[config.mk]
export PLATFORM = sky130hd
export DESIGN_NAME = bpeh_top
export DESIGN_NICKNAME = d
export VERILOG_FILES = /design/src/unused_marker_none.sv /design/src/bpeh_pkg.sv /design/src/bpeh_top.sv
export SDC_FILE = /design/constraint.sdc
export NUM_CORES = 1
export LEC_CHECK = 0
export ABC_AREA = 1
export BUFFER_PORTS_ARGS = -buffer_cell sky130_fd_sc_hd__buf_2
export CORE_ASPECT_RATIO = 0.75
export CORE_UTILIZATION = 45
export CTS_CLUSTER_SIZE = 10
export DETAILED_ROUTE_END_ITERATION = 16
export GPL_ROUTABILITY_DRIVEN = 0
export PLACE_DENSITY = 0.74
export SLEW_MARGIN = 20
export SYNTH_ARGS = -nofsm -noshare
export SYNTH_HDL_FRONTEND = slang
export SYNTH_SLANG_ARGS = --single-unit
[constraint.sdc]
create_clock -name pclk -period 1 [get_ports pclk]
set_input_delay 0.15 -clock pclk [delete_from_list [all_inputs] [get_ports pclk]]
set_output_delay 0.15 -clock pclk [all_outputs]
set_load 0.005 [all_outputs]
[src/unused_marker_none.sv]
`default_nettype none
`default_nettype wire

[src/bpeh_pkg.sv]
`default_nettype none
package bpeh_pkg;

	// Register byte offsets
	localparam logic [11:0] BPEH_CTRL_OFF      = 12'h000;
	localparam logic [11:0] BPEH_STATUS_OFF    = 12'h004;
	localparam logic [11:0] BPEH_CFG_DATA_OFF  = 12'h008;

	// Control field positions
	localparam int BPEH_CTRL_CMD_PER_BIT  = 0;
	localparam int BPEH_CTRL_SERR_EN_BIT  = 1;
	localparam int BPEH_CTRL_BC_PER_BIT   = 2;

	// Status field positions
	localparam int BPEH_ST_PRI_DPE_BIT    = 0;
	localparam int BPEH_ST_PRI_SSE_BIT    = 1;
	localparam int BPEH_ST_PRI_MDPD_BIT   = 2;
	localparam int BPEH_ST_SEC_DPE_BIT    = 3;
	localparam int BPEH_ST_SEC_MDPD_BIT   = 4;
	localparam int BPEH_ST_W              = 5;

	// Values after reset
	localparam logic [2:0]          BPEH_CTRL_RST     = 3'h0;
	localparam logic [BPEH_ST_W-1:0] BPEH_STATUS_RST  = 5'h00;
	localparam logic [31:0]         BPEH_CFG_DATA_RST = 32'h0000_0000;

	// Cycles from data transfer to the parity error strobe
	localparam int BPEH_PERR_DLY = 2;

endpackage
`default_nettype wire

[src/bpeh_top.sv]
// How it works
// - Check address parity on every transaction, both buses, all commands.
// - Generate parity; pass forwarded parity unchanged with address and data.
// - Primary address parity error with command parity response: do not claim.
// - Any primary address parity error sets primary detected parity error.
// - Primary address parity error signals system error when both enables set.
// - Secondary address parity error with bridge parity response: no claim.
// - Any secondary address parity error sets secondary detected parity error.
// - Secondary address parity error signals system error when both enables set.
// - Config write parity error: accept, store, report parity error if enabled.
// - Config write parity error always sets primary detected parity error.
// - Downstream read parity error: secondary parity error two cycles later if enabled.
// - Downstream read error sets secondary detected; data-parity bit if enabled.
// - Downstream read returns data with bad parity, completes normally.
// - Unread prefetched bad-parity data is discarded, never presented.
// - Upstream read parity error: primary parity error two cycles later if enabled.
// - Upstream read error sets primary detected; data-parity bit if enabled.
// - Upstream read returns data with bad parity, completes normally.
// - Read data and parity go back exactly as received from target.
// - Initiator parity error during read return causes no further action.
`default_nettype none

module bpeh_lane (
	// Clock and reset
	input  wire logic        pclk,
	input  wire logic        presetn,
	input  wire logic        ce,
	// Forward input from the far bus or from own logic
	input  wire logic        fwd_valid,
	input  wire logic [31:0] fwd_ad,
	input  wire logic [3:0]  fwd_cbe,
	input  wire logic        fwd_par,
	input  wire logic        own_valid,
	input  wire logic [31:0] own_ad,
	input  wire logic [3:0]  own_cbe,
	// Forward output
	output logic             out_valid,
	output logic [31:0]      out_ad,
	output logic [3:0]       out_cbe,
	output logic             out_par,
	// Read return holding
	input  wire logic        hold_load,
	input  wire logic [31:0] hold_ad,
	input  wire logic        hold_par,
	input  wire logic        hold_take,
	input  wire logic        hold_discard,
	output logic             rd_valid,
	output logic [31:0]      rd_ad,
	output logic             rd_par
);
	logic        hv_q;
	logic [31:0] had_q;
	logic        hpar_q;

	always_ff @(posedge pclk or negedge presetn) begin
		if (!presetn) begin
			out_valid <= 1'b0;
			out_ad    <= 32'h0000_0000;
			out_cbe   <= 4'h0;
			out_par   <= 1'b0;
		end else if (ce) begin
			out_valid <= fwd_valid | own_valid;
			if (own_valid) begin
				out_ad  <= own_ad;
				out_cbe <= own_cbe;
				out_par <= ^{own_ad, own_cbe};
			end else if (fwd_valid) begin
				out_ad  <= fwd_ad;
				out_cbe <= fwd_cbe;
				out_par <= fwd_par;
			end
		end
	end

	// One word held; a later load replaces unread data
	always_ff @(posedge pclk or negedge presetn) begin
		if (!presetn) begin
			hv_q   <= 1'b0;
			had_q  <= 32'h0000_0000;
			hpar_q <= 1'b0;
		end else if (ce) begin
			if (hold_load) begin
				hv_q   <= 1'b1;
				had_q  <= hold_ad;
				hpar_q <= hold_par;
			end else if (hold_discard || (hold_take && hv_q)) begin
				hv_q <= 1'b0;
			end
		end
	end

	// Presented only on a take; a take with a discard in the same cycle loads rd_ad and rd_par but keeps rd_valid low
	always_ff @(posedge pclk or negedge presetn) begin
		if (!presetn) begin
			rd_valid <= 1'b0;
			rd_ad    <= 32'h0000_0000;
			rd_par   <= 1'b0;
		end else if (ce) begin
			rd_valid <= hold_take & hv_q & ~hold_discard;
			if (hold_take && hv_q) begin
				rd_ad  <= had_q;
				rd_par <= hpar_q;
			end
		end
	end
endmodule

module bpeh_top
	import bpeh_pkg::*;
(
	// Clock, reset, enable
	input  wire logic        pclk,
	input  wire logic        presetn,
	input  wire logic        ce,
	// APB slave
	input  wire logic        psel,
	input  wire logic        penable,
	input  wire logic        pwrite,
	input  wire logic [11:0] paddr,
	input  wire logic [31:0] pwdata,
	output logic             pready,
	output logic [31:0]      prdata,
	output logic             pslverr,
	// Primary address phase and claim
	input  wire logic        pri_addr_valid,
	input  wire logic [31:0] pri_ad,
	input  wire logic [3:0]  pri_cbe,
	input  wire logic        pri_par,
	input  wire logic        pri_claim_req,
	output logic             primary_devsel,
	// Secondary address phase and claims
	input  wire logic        sec_addr_valid,
	input  wire logic [31:0] sec_ad,
	input  wire logic [3:0]  sec_cbe,
	input  wire logic        sec_par,
	input  wire logic        sec1_claim_req,
	input  wire logic        sec2_claim_req,
	output logic             sec1_devsel,
	output logic             sec2_devsel,
	// Own config write, primary side
	input  wire logic        cfg_wr_valid,
	input  wire logic [31:0] cfg_wr_data,
	input  wire logic [3:0]  cfg_wr_be,
	input  wire logic        cfg_wr_par,
	output logic             primary_trdy,
	// Own generated data toward each bus
	input  wire logic        pri_own_valid,
	input  wire logic [31:0] pri_own_ad,
	input  wire logic [3:0]  pri_own_cbe,
	input  wire logic        sec_own_valid,
	input  wire logic [31:0] sec_own_ad,
	input  wire logic [3:0]  sec_own_cbe,
	// Forwarded address and data
	output logic             sec_fwd_valid,
	output logic [31:0]      sec_fwd_ad,
	output logic [3:0]       sec_fwd_cbe,
	output logic             sec_fwd_par,
	output logic             pri_fwd_valid,
	output logic [31:0]      pri_fwd_ad,
	output logic [3:0]       pri_fwd_cbe,
	output logic             pri_fwd_par,
	// Downstream read: data from secondary target, returned to primary
	input  wire logic        sec_rd_valid,
	input  wire logic [31:0] sec_rd_ad,
	input  wire logic [3:0]  sec_rd_be,
	input  wire logic        sec_rd_par,
	input  wire logic        pri_rd_take,
	input  wire logic        pri_rd_discard,
	output logic             pri_rd_valid,
	output logic [31:0]      pri_rd_ad,
	output logic             pri_rd_par,
	// Upstream read: data from primary target, returned to secondary
	input  wire logic        pri_rd_in_valid,
	input  wire logic [31:0] pri_rd_in_ad,
	input  wire logic [3:0]  pri_rd_in_be,
	input  wire logic        pri_rd_in_par,
	input  wire logic        sec_rd_take,
	input  wire logic        sec_rd_discard,
	output logic             sec_rd_out_valid,
	output logic [31:0]      sec_rd_out_ad,
	output logic             sec_rd_out_par,
	// Error signalling
	output logic             primary_serr,
	output logic             primary_perr,
	output logic             secondary_perr
);
	logic                  cmd_per_q;
	logic                  serr_en_q;
	logic                  bc_per_q;
	logic [BPEH_ST_W-1:0]  status_q;
	logic [BPEH_ST_W-1:0]  status_set;
	logic [BPEH_ST_W-1:0]  status_clr;
	logic [31:0]           cfg_data_q;
	logic                  pri_ape_q;
	logic                  sec_ape_q;
	logic                  pri_ape;
	logic                  sec_ape;
	logic                  cfg_dpe;
	logic                  dn_rd_dpe;
	logic                  up_rd_dpe;
	logic [BPEH_PERR_DLY-1:0] pperr_sh_q;
	logic [BPEH_PERR_DLY-1:0] sperr_sh_q;
	logic                  apb_setup;
	logic                  apb_wr;

	// PCI even parity: AD, C/BE and PAR together must XOR to zero
	assign pri_ape   = pri_addr_valid & (^{pri_ad, pri_cbe, pri_par});
	assign sec_ape   = sec_addr_valid & (^{sec_ad, sec_cbe, sec_par});
	assign cfg_dpe   = cfg_wr_valid & (^{cfg_wr_data, cfg_wr_be, cfg_wr_par});
	assign dn_rd_dpe = sec_rd_valid & (^{sec_rd_ad, sec_rd_be, sec_rd_par});
	assign up_rd_dpe = pri_rd_in_valid & (^{pri_rd_in_ad, pri_rd_in_be, pri_rd_in_par});

	// Address parity result held until the next address phase on that bus
	always_ff @(posedge pclk or negedge presetn) begin
		if (!presetn) begin
			pri_ape_q <= 1'b0;
			sec_ape_q <= 1'b0;
		end else if (ce) begin
			if (pri_addr_valid)
				pri_ape_q <= pri_ape;
			if (sec_addr_valid)
				sec_ape_q <= sec_ape;
		end
	end

	// Claims; without parity response a bad address is claimed as usual
	always_ff @(posedge pclk or negedge presetn) begin
		if (!presetn) begin
			primary_devsel <= 1'b0;
			sec1_devsel    <= 1'b0;
			sec2_devsel    <= 1'b0;
		end else if (ce) begin
			primary_devsel <= pri_claim_req & ~(pri_ape_q & cmd_per_q);
			sec1_devsel    <= sec1_claim_req & ~(sec_ape_q & bc_per_q);
			sec2_devsel    <= sec2_claim_req & ~(sec_ape_q & bc_per_q);
		end
	end

	// System error: one cycle pulse per cycle with an enabled address parity error on either bus
	always_ff @(posedge pclk or negedge presetn) begin
		if (!presetn)
			primary_serr <= 1'b0;
		else if (ce)
			primary_serr <= serr_en_q & ((pri_ape & cmd_per_q) | (sec_ape & bc_per_q));
	end

	// Config write: always accepted and stored, parity or not
	always_ff @(posedge pclk or negedge presetn) begin
		if (!presetn) begin
			primary_trdy <= 1'b0;
			cfg_data_q   <= BPEH_CFG_DATA_RST;
		end else if (ce) begin
			primary_trdy <= cfg_wr_valid;
			if (cfg_wr_valid)
				cfg_data_q <= cfg_wr_data;
		end
	end

	// Parity error strobes, a fixed delay after the data transfer
	always_ff @(posedge pclk or negedge presetn) begin
		if (!presetn) begin
			pperr_sh_q <= '0;
			sperr_sh_q <= '0;
		end else if (ce) begin
			pperr_sh_q <= {pperr_sh_q[BPEH_PERR_DLY-2:0],
				cmd_per_q & (cfg_dpe | up_rd_dpe)};
			sperr_sh_q <= {sperr_sh_q[BPEH_PERR_DLY-2:0], bc_per_q & dn_rd_dpe};
		end
	end
	assign primary_perr   = pperr_sh_q[BPEH_PERR_DLY-1];
	assign secondary_perr = sperr_sh_q[BPEH_PERR_DLY-1];

	// Status sources
	always_comb begin
		status_set = '0;
		status_set[BPEH_ST_PRI_DPE_BIT]  = pri_ape | cfg_dpe | up_rd_dpe;
		status_set[BPEH_ST_PRI_SSE_BIT]  = serr_en_q & ((pri_ape & cmd_per_q) | (sec_ape & bc_per_q));
		status_set[BPEH_ST_PRI_MDPD_BIT] = up_rd_dpe & cmd_per_q;
		status_set[BPEH_ST_SEC_DPE_BIT]  = sec_ape | dn_rd_dpe;
		status_set[BPEH_ST_SEC_MDPD_BIT] = dn_rd_dpe & bc_per_q;
	end

	// APB: no wait state, pready answers in the first access cycle
	assign apb_setup = psel & ~penable;
	assign apb_wr    = psel & penable & pready & pwrite;

	always_comb begin
		status_clr = '0;
		if (apb_wr && paddr == BPEH_STATUS_OFF)
			status_clr = pwdata[BPEH_ST_W-1:0];
	end

	// Write one to clear; a new event in the same cycle wins
	always_ff @(posedge pclk or negedge presetn) begin
		if (!presetn)
			status_q <= BPEH_STATUS_RST;
		else if (ce)
			status_q <= (status_q & ~status_clr) | status_set;
	end

	always_ff @(posedge pclk or negedge presetn) begin
		if (!presetn) begin
			cmd_per_q <= BPEH_CTRL_RST[BPEH_CTRL_CMD_PER_BIT];
			serr_en_q <= BPEH_CTRL_RST[BPEH_CTRL_SERR_EN_BIT];
			bc_per_q  <= BPEH_CTRL_RST[BPEH_CTRL_BC_PER_BIT];
		end else if (ce && apb_wr && paddr == BPEH_CTRL_OFF) begin
			cmd_per_q <= pwdata[BPEH_CTRL_CMD_PER_BIT];
			serr_en_q <= pwdata[BPEH_CTRL_SERR_EN_BIT];
			bc_per_q  <= pwdata[BPEH_CTRL_BC_PER_BIT];
		end
	end

	always_ff @(posedge pclk or negedge presetn) begin
		if (!presetn) begin
			pready  <= 1'b0;
			prdata  <= 32'h0000_0000;
			pslverr <= 1'b0;
		end else if (ce) begin
			pready  <= apb_setup;
			pslverr <= 1'b0;
			prdata  <= 32'h0000_0000;
			if (apb_setup) begin
				case (paddr)
					BPEH_CTRL_OFF: begin
						prdata[BPEH_CTRL_CMD_PER_BIT] <= cmd_per_q;
						prdata[BPEH_CTRL_SERR_EN_BIT] <= serr_en_q;
						prdata[BPEH_CTRL_BC_PER_BIT]  <= bc_per_q;
					end
					BPEH_STATUS_OFF: begin
						prdata[BPEH_ST_W-1:0] <= status_q;
					end
					BPEH_CFG_DATA_OFF: begin
						prdata <= cfg_data_q;
					end
					default: begin
						pslverr <= 1'b1;
					end
				endcase
			end
		end
	end

	// Downstream: primary to secondary forwarding, read data back to primary.
	// An initiator's own parity report on returned data is not watched at all.
	bpeh_lane u_down (
		.pclk         (pclk),
		.presetn      (presetn),
		.ce           (ce),
		.fwd_valid    (pri_addr_valid),
		.fwd_ad       (pri_ad),
		.fwd_cbe      (pri_cbe),
		.fwd_par      (pri_par),
		.own_valid    (sec_own_valid),
		.own_ad       (sec_own_ad),
		.own_cbe      (sec_own_cbe),
		.out_valid    (sec_fwd_valid),
		.out_ad       (sec_fwd_ad),
		.out_cbe      (sec_fwd_cbe),
		.out_par      (sec_fwd_par),
		.hold_load    (sec_rd_valid),
		.hold_ad      (sec_rd_ad),
		.hold_par     (sec_rd_par),
		.hold_take    (pri_rd_take),
		.hold_discard (pri_rd_discard),
		.rd_valid     (pri_rd_valid),
		.rd_ad        (pri_rd_ad),
		.rd_par       (pri_rd_par)
	);

	// Upstream: secondary to primary forwarding, read data back to secondary
	bpeh_lane u_up (
		.pclk         (pclk),
		.presetn      (presetn),
		.ce           (ce),
		.fwd_valid    (sec_addr_valid),
		.fwd_ad       (sec_ad),
		.fwd_cbe      (sec_cbe),
		.fwd_par      (sec_par),
		.own_valid    (pri_own_valid),
		.own_ad       (pri_own_ad),
		.own_cbe      (pri_own_cbe),
		.out_valid    (pri_fwd_valid),
		.out_ad       (pri_fwd_ad),
		.out_cbe      (pri_fwd_cbe),
		.out_par      (pri_fwd_par),
		.hold_load    (pri_rd_in_valid),
		.hold_ad      (pri_rd_in_ad),
		.hold_par     (pri_rd_in_par),
		.hold_take    (sec_rd_take),
		.hold_discard (sec_rd_discard),
		.rd_valid     (sec_rd_out_valid),
		.rd_ad        (sec_rd_out_ad),
		.rd_par       (sec_rd_out_par)
	);
endmodule
`default_nettype wire

==> load_flow_metrics.sql <==
INSERT INTO impl_metrics (metric_group, metric, value, unit) VALUES
('synth', 'syn-mean-instance-area', '7.64', 'µm²'),
('drt', 'detailedRoute.firstIterationViolations', '2407', ''),
('cts', 'htree_levels', '2', ''),
('sta', 'final_setup_slack_of_the_worst_path', '-707', 'ps'),
('floorplanning', 'die_area', '36000', 'µm²'),
('sta', 'worst_clock_skew', '11.6', 'ps'),
('pwr', 'switchingPower', '0.0149', 'W'),
('layout', 'fill_cells', '1808', ''),
('synth', 'netlist-cell-type-count', '34', ''),
('layout', 'multiInputGateArea', '10200', 'µm²'),
('setup_path', 'path_cells', 'buf_2, xor2_2, xor2_2, nand2_2, nand2_2, nand2_2, nand2_4, inv_2, nand2_2, nand2_4, nand2_1, nand2_1, nand2_1, nand2_1', ''),
('synth', 'synth_largest_type_area_fraction', '0.469', ''),
('placement', 'port-buffer-count', '478', ''),
('setup_path', 'critical-path-max-stage-delay', '520', 'ps'),
('cts', 'worstSkewPairLatency', '530', 'ps'),
('outcome', 'violations_in_the_final_reports', 'negative setup slack', ''),
('pwr', 'total_power', '0.0427', 'W'),
('grt', 'number_of_antenna_violations_at_the_first_check_in_global_routing', '17', ''),
('layout', 'post_layout_nonfiller_instances', '3514', ''),
('sta', 'max_slew_headroom_at_the_worst_pin', '0.595', ''),
('sta', 'hold_viol_final', '0', ''),
('setup_path', 'worst_ep_required_time', '1410', 'ps'),
('drt', 'post-route-drc-count', '0', ''),
('cts', 'clk_pin_slew', '60', 'ps'),
('sta', 'worst-slew-pin-transition', '605', 'ps'),
('grt', 'grt_pass1_vias', '18200', ''),
('sta', 'rsz0062_at_grt', 'yes', ''),
('cts', 'clockBufferDepth', '3', ''),
('placement', 'place_hpwl', '38600', 'µm'),
('synth', 'synth_nets', '2395', ''),
('drt', 'vias_per_cell', '5.78', ''),
('drt', 'detailedRoute.firstPassIterationCount', '10', ''),
('setup_path', 'number_of_buffers_and_inverters_on_the_critical_path', '2', ''),
('synth', 'top_cells_by_area_in_the_synthesized_netlist', 'sky130_fd_sc_hd__dfrtp_1 (47%), sky130_fd_sc_hd__nand2_1 (25%), sky130_fd_sc_hd__xnor2_1 (7.0%), sky130_fd_sc_hd__xor2_1 (3.6%), sky130_fd_sc_hd__a31oi_1 (2.8%)', ''),
('layout', 'finish.utilization', '0.792', ''),
('grt', 'track_usage', '0.327', ''),
('floorplanning', 'floorplan.initialDensity', '0.457', ''),
('synth', 'postSynthRegisterBits', '297', ''),
('layout', 'storage_element_area', '7430', 'µm²'),
('sta', 'finalCritPeriodShare', '1.71', ''),
('pwr', 'power.switching_fraction', '0.350', ''),
('synth', 'post_synth_top_area_cell', 'sky130_fd_sc_hd__dfrtp_1', ''),
('grt', 'first_pass_grt_wire_length', '92300', 'µm'),
('pwr', 'peakVddDrop', '0.00163', 'V'),
('floorplanning', 'floorplan.die.width', '219', 'µm'),
('drt', 'detail_route.wl_per_cell', '22.6', 'µm'),
('pwr', 'clockPowerShare', '0.293', ''),
('drt', 'ant_nets', '0', ''),
('setup_path', 'worst_setup_path_end_kind', 'flop', ''),
('drt', 'route.vias.total', '20300', ''),
('job', 'cap_viol_max_count', '0', ''),
('pwr', 'leak', '14.3', 'nW'),
('floorplanning', 'num_rows', '59', ''),
('outcome', 'status', 'finished, violations left', ''),
('sta', 'setup-violations-final', '257', ''),
('cts', 'cts_sinks', '297', ''),
('synth', 'yosysSeqAreaShare', '0.469', ''),
('layout', 'drive_above_1_share', '0.441', ''),
('layout', 'final_net_count', '3352', ''),
('worst_hold_path', 'min_path_type', 'in -> reg', ''),
('synth', 'synthesis_warning_total', '0', ''),
('cts', 'clock_tree_from_tritoncts', 'built', ''),
('setup_path', 'cp_max_fo', '2', ''),
('sta', 'final.min_clock_period', '1710', 'ps'),
('cts', 'numCtsBuffers', '36', ''),
('sta', 'max_freq', '0.586', 'GHz'),
('placement', 'place.detailed.instances', '3130', ''),
('pwr', 'comb_power_share', '0.353', ''),
('grt', 'overflow', '0', ''),
('grt', 'grt_max_degree', '68', ''),
('sta', 'maxSlewViolCount', '0', '');
## synthesized netlist by cell type, drive strengths merged
| cell | instances |
|---|---|
| nand3b | 1 |
| and2 | 1 |
| inv | 107 |
| dfrtp | 297 |
| o31ai | 3 |
| nand2b | 2 |
| xnor2 | 129 |
| nor2 | 109 |
| a32o | 1 |
| nand2 | 1051 |
| clkinv | 5 |
| a21oi | 7 |
| nand4 | 2 |
| a221oi | 1 |
| mux2i | 1 |
| or2 | 2 |
| o221ai | 1 |
| a22o | 2 |
| mux2 | 38 |
| a31oi | 72 |
| nor3 | 2 |
| xor2 | 67 |
| buf | 23 |
| o21ai | 62 |
| clkbuf | 45 |
| nand3 | 42 |
| o22ai | 1 |
## state kept, by name, summed over array words and instances (netlist names), 4 cells and up
| signal | count |
|---|---|
| cfg_data_q | 32 |
| prdata | 32 |
| u_down.had_q | 32 |
| u_down.out_ad | 32 |
| u_down.rd_ad | 32 |
| u_up.had_q | 32 |
| u_up.out_ad | 32 |
| u_up.rd_ad | 32 |
| status_q | 5 |
| u_down.out_cbe | 4 |
| u_up.out_cbe | 4 |
## worst min-delay path, cell delays in order
cell,delay [ps]
sky130_fd_sc_hd__buf_6,100
sky130_fd_sc_hd__buf_4,120
sky130_fd_sc_hd__nand2_1,50
sky130_fd_sc_hd__a31oi_1,80
## metal layers
| metal | wire length (µm) | part of all wire | track usage |
|---|---|---|---|
| met1 | 25500 | 0.32 | 0.381 |
| met2 | 36400 | 0.46 | 0.548 |
| met3 | 9530 | 0.12 | 0.0869 |
| met4 | 7930 | 0.10 | 0.187 |
| met5 | 12 | 0.00015 | 0 |
## power by group through the flow
stage	clock network (W)	registers [W]	logic (W)
5_1_grt	0.0129	0.0152	0.0160
4_1_cts	0.0124	0.0147	0.0112
3_3_place_gp	0	0.0148	0.00919
3_5_place_dp	0	0.0149	0.00955
2_1_floorplan	0	0.0149	0.00500
6_report	0.0125	0.0151	0.0151
## stage by stage
| step | hold slack (ps) | worst slack (ps) | area, µm² | setup TNS, ps |
|---|---|---|---|---|
| after detailed placement | -23.4 | -728 | 20700 | -57500 |
| after global placement | -26.9 | -623 | 20700 | -52000 |
| after floorplan | -146 | -259 | 16400 | -2630 |
| after global routing | 22.3 | -1010 | 27500 | -54990 |
| final | 18.7 | -707 | 27500 | -46510 |
| after CTS | 1.53 | -262 | 24600 | -39380 |
## path summary, 6_finish.rpt
check | startpoint | to | slack (ps) | cells after the start
setup reg to reg | u_down.out_ad[12]$_DFFE_PN0P_ | u_down.out_ad[12]$_DFFE_PN0P_ | -430 | 4
min in group asynchronous | presetn | prdata[6]$_DFFE_PN0P_ | 40 | 2
setup / recovery | sec_ad[2] | status_q[1]$_DFFE_PN0P_ | -710 | 14
hold reg to reg | u_up.had_q[10]$_DFFE_PN0P_ | u_up.rd_ad[10]$_DFFE_PN0P_ | 480 | 2
hold / removal | pri_own_cbe[3] | u_up.out_cbe[3]$_DFFE_PN0P_ | 20 | 4
max in group asynchronous | presetn | u_up.rd_ad[10]$_DFFE_PN0P_ | 330 | 4
## final cells by class
cell class / instances / area share
clock buffers: 43 / 0.0356
diodes: 18 / 0.00164
inverters: 112 / 0.0195
well taps: 457 / 0.0208
flip-flops and latches: 297 / 0.270
multi-input cells: 1597 / 0.371
clock inverters: 3 / 0.00187
repair buffers: 987 / 0.279
## cells by family (layout without fill, tap and decap cells)
kind of cell / count (synthesis) / count (layout) / share of synthesized area
multiplexers: 39 / 39 / 0.0276
buffers and inverters: 180 / 1145 / 0.0443
flip-flops: 297 / 297 / 0.469
other: 0 / 18 / 0
AND/OR/NAND/NOR: 1212 / 1212 / 0.294
XOR/XNOR: 196 / 196 / 0.110
AO/OA/AOI/OAI: 150 / 150 / 0.0549
## placed cells by master, fill, tap and decap left out, types with 46 or more instances in the layout
master / count
sky130_fd_sc_hd__xnor2_2: 50
sky130_fd_sc_hd__buf_6: 81
sky130_fd_sc_hd__buf_4: 330
sky130_fd_sc_hd__dlygate4sd3_1: 178
sky130_fd_sc_hd__o21ai_0: 56
sky130_fd_sc_hd__nand2_4: 46
sky130_fd_sc_hd__a31oi_1: 72
sky130_fd_sc_hd__nor2_1: 97
sky130_fd_sc_hd__buf_2: 354
sky130_fd_sc_hd__nand2_2: 182
sky130_fd_sc_hd__dfrtp_1: 297
sky130_fd_sc_hd__inv_1: 55
sky130_fd_sc_hd__nand2_1: 823
## timing repair
action                                  in CTS  in global routing
hold buffers                               178                  0
pin swaps                                  108                251
cloned                                       0                  4
resized for setup                          152                552
endpoints found under the setup margin     212                269
hold endpoints to repair                   456                  0
buffers inserted                            65                 75
No activity file was read; power rests on OpenSTA's default activity.
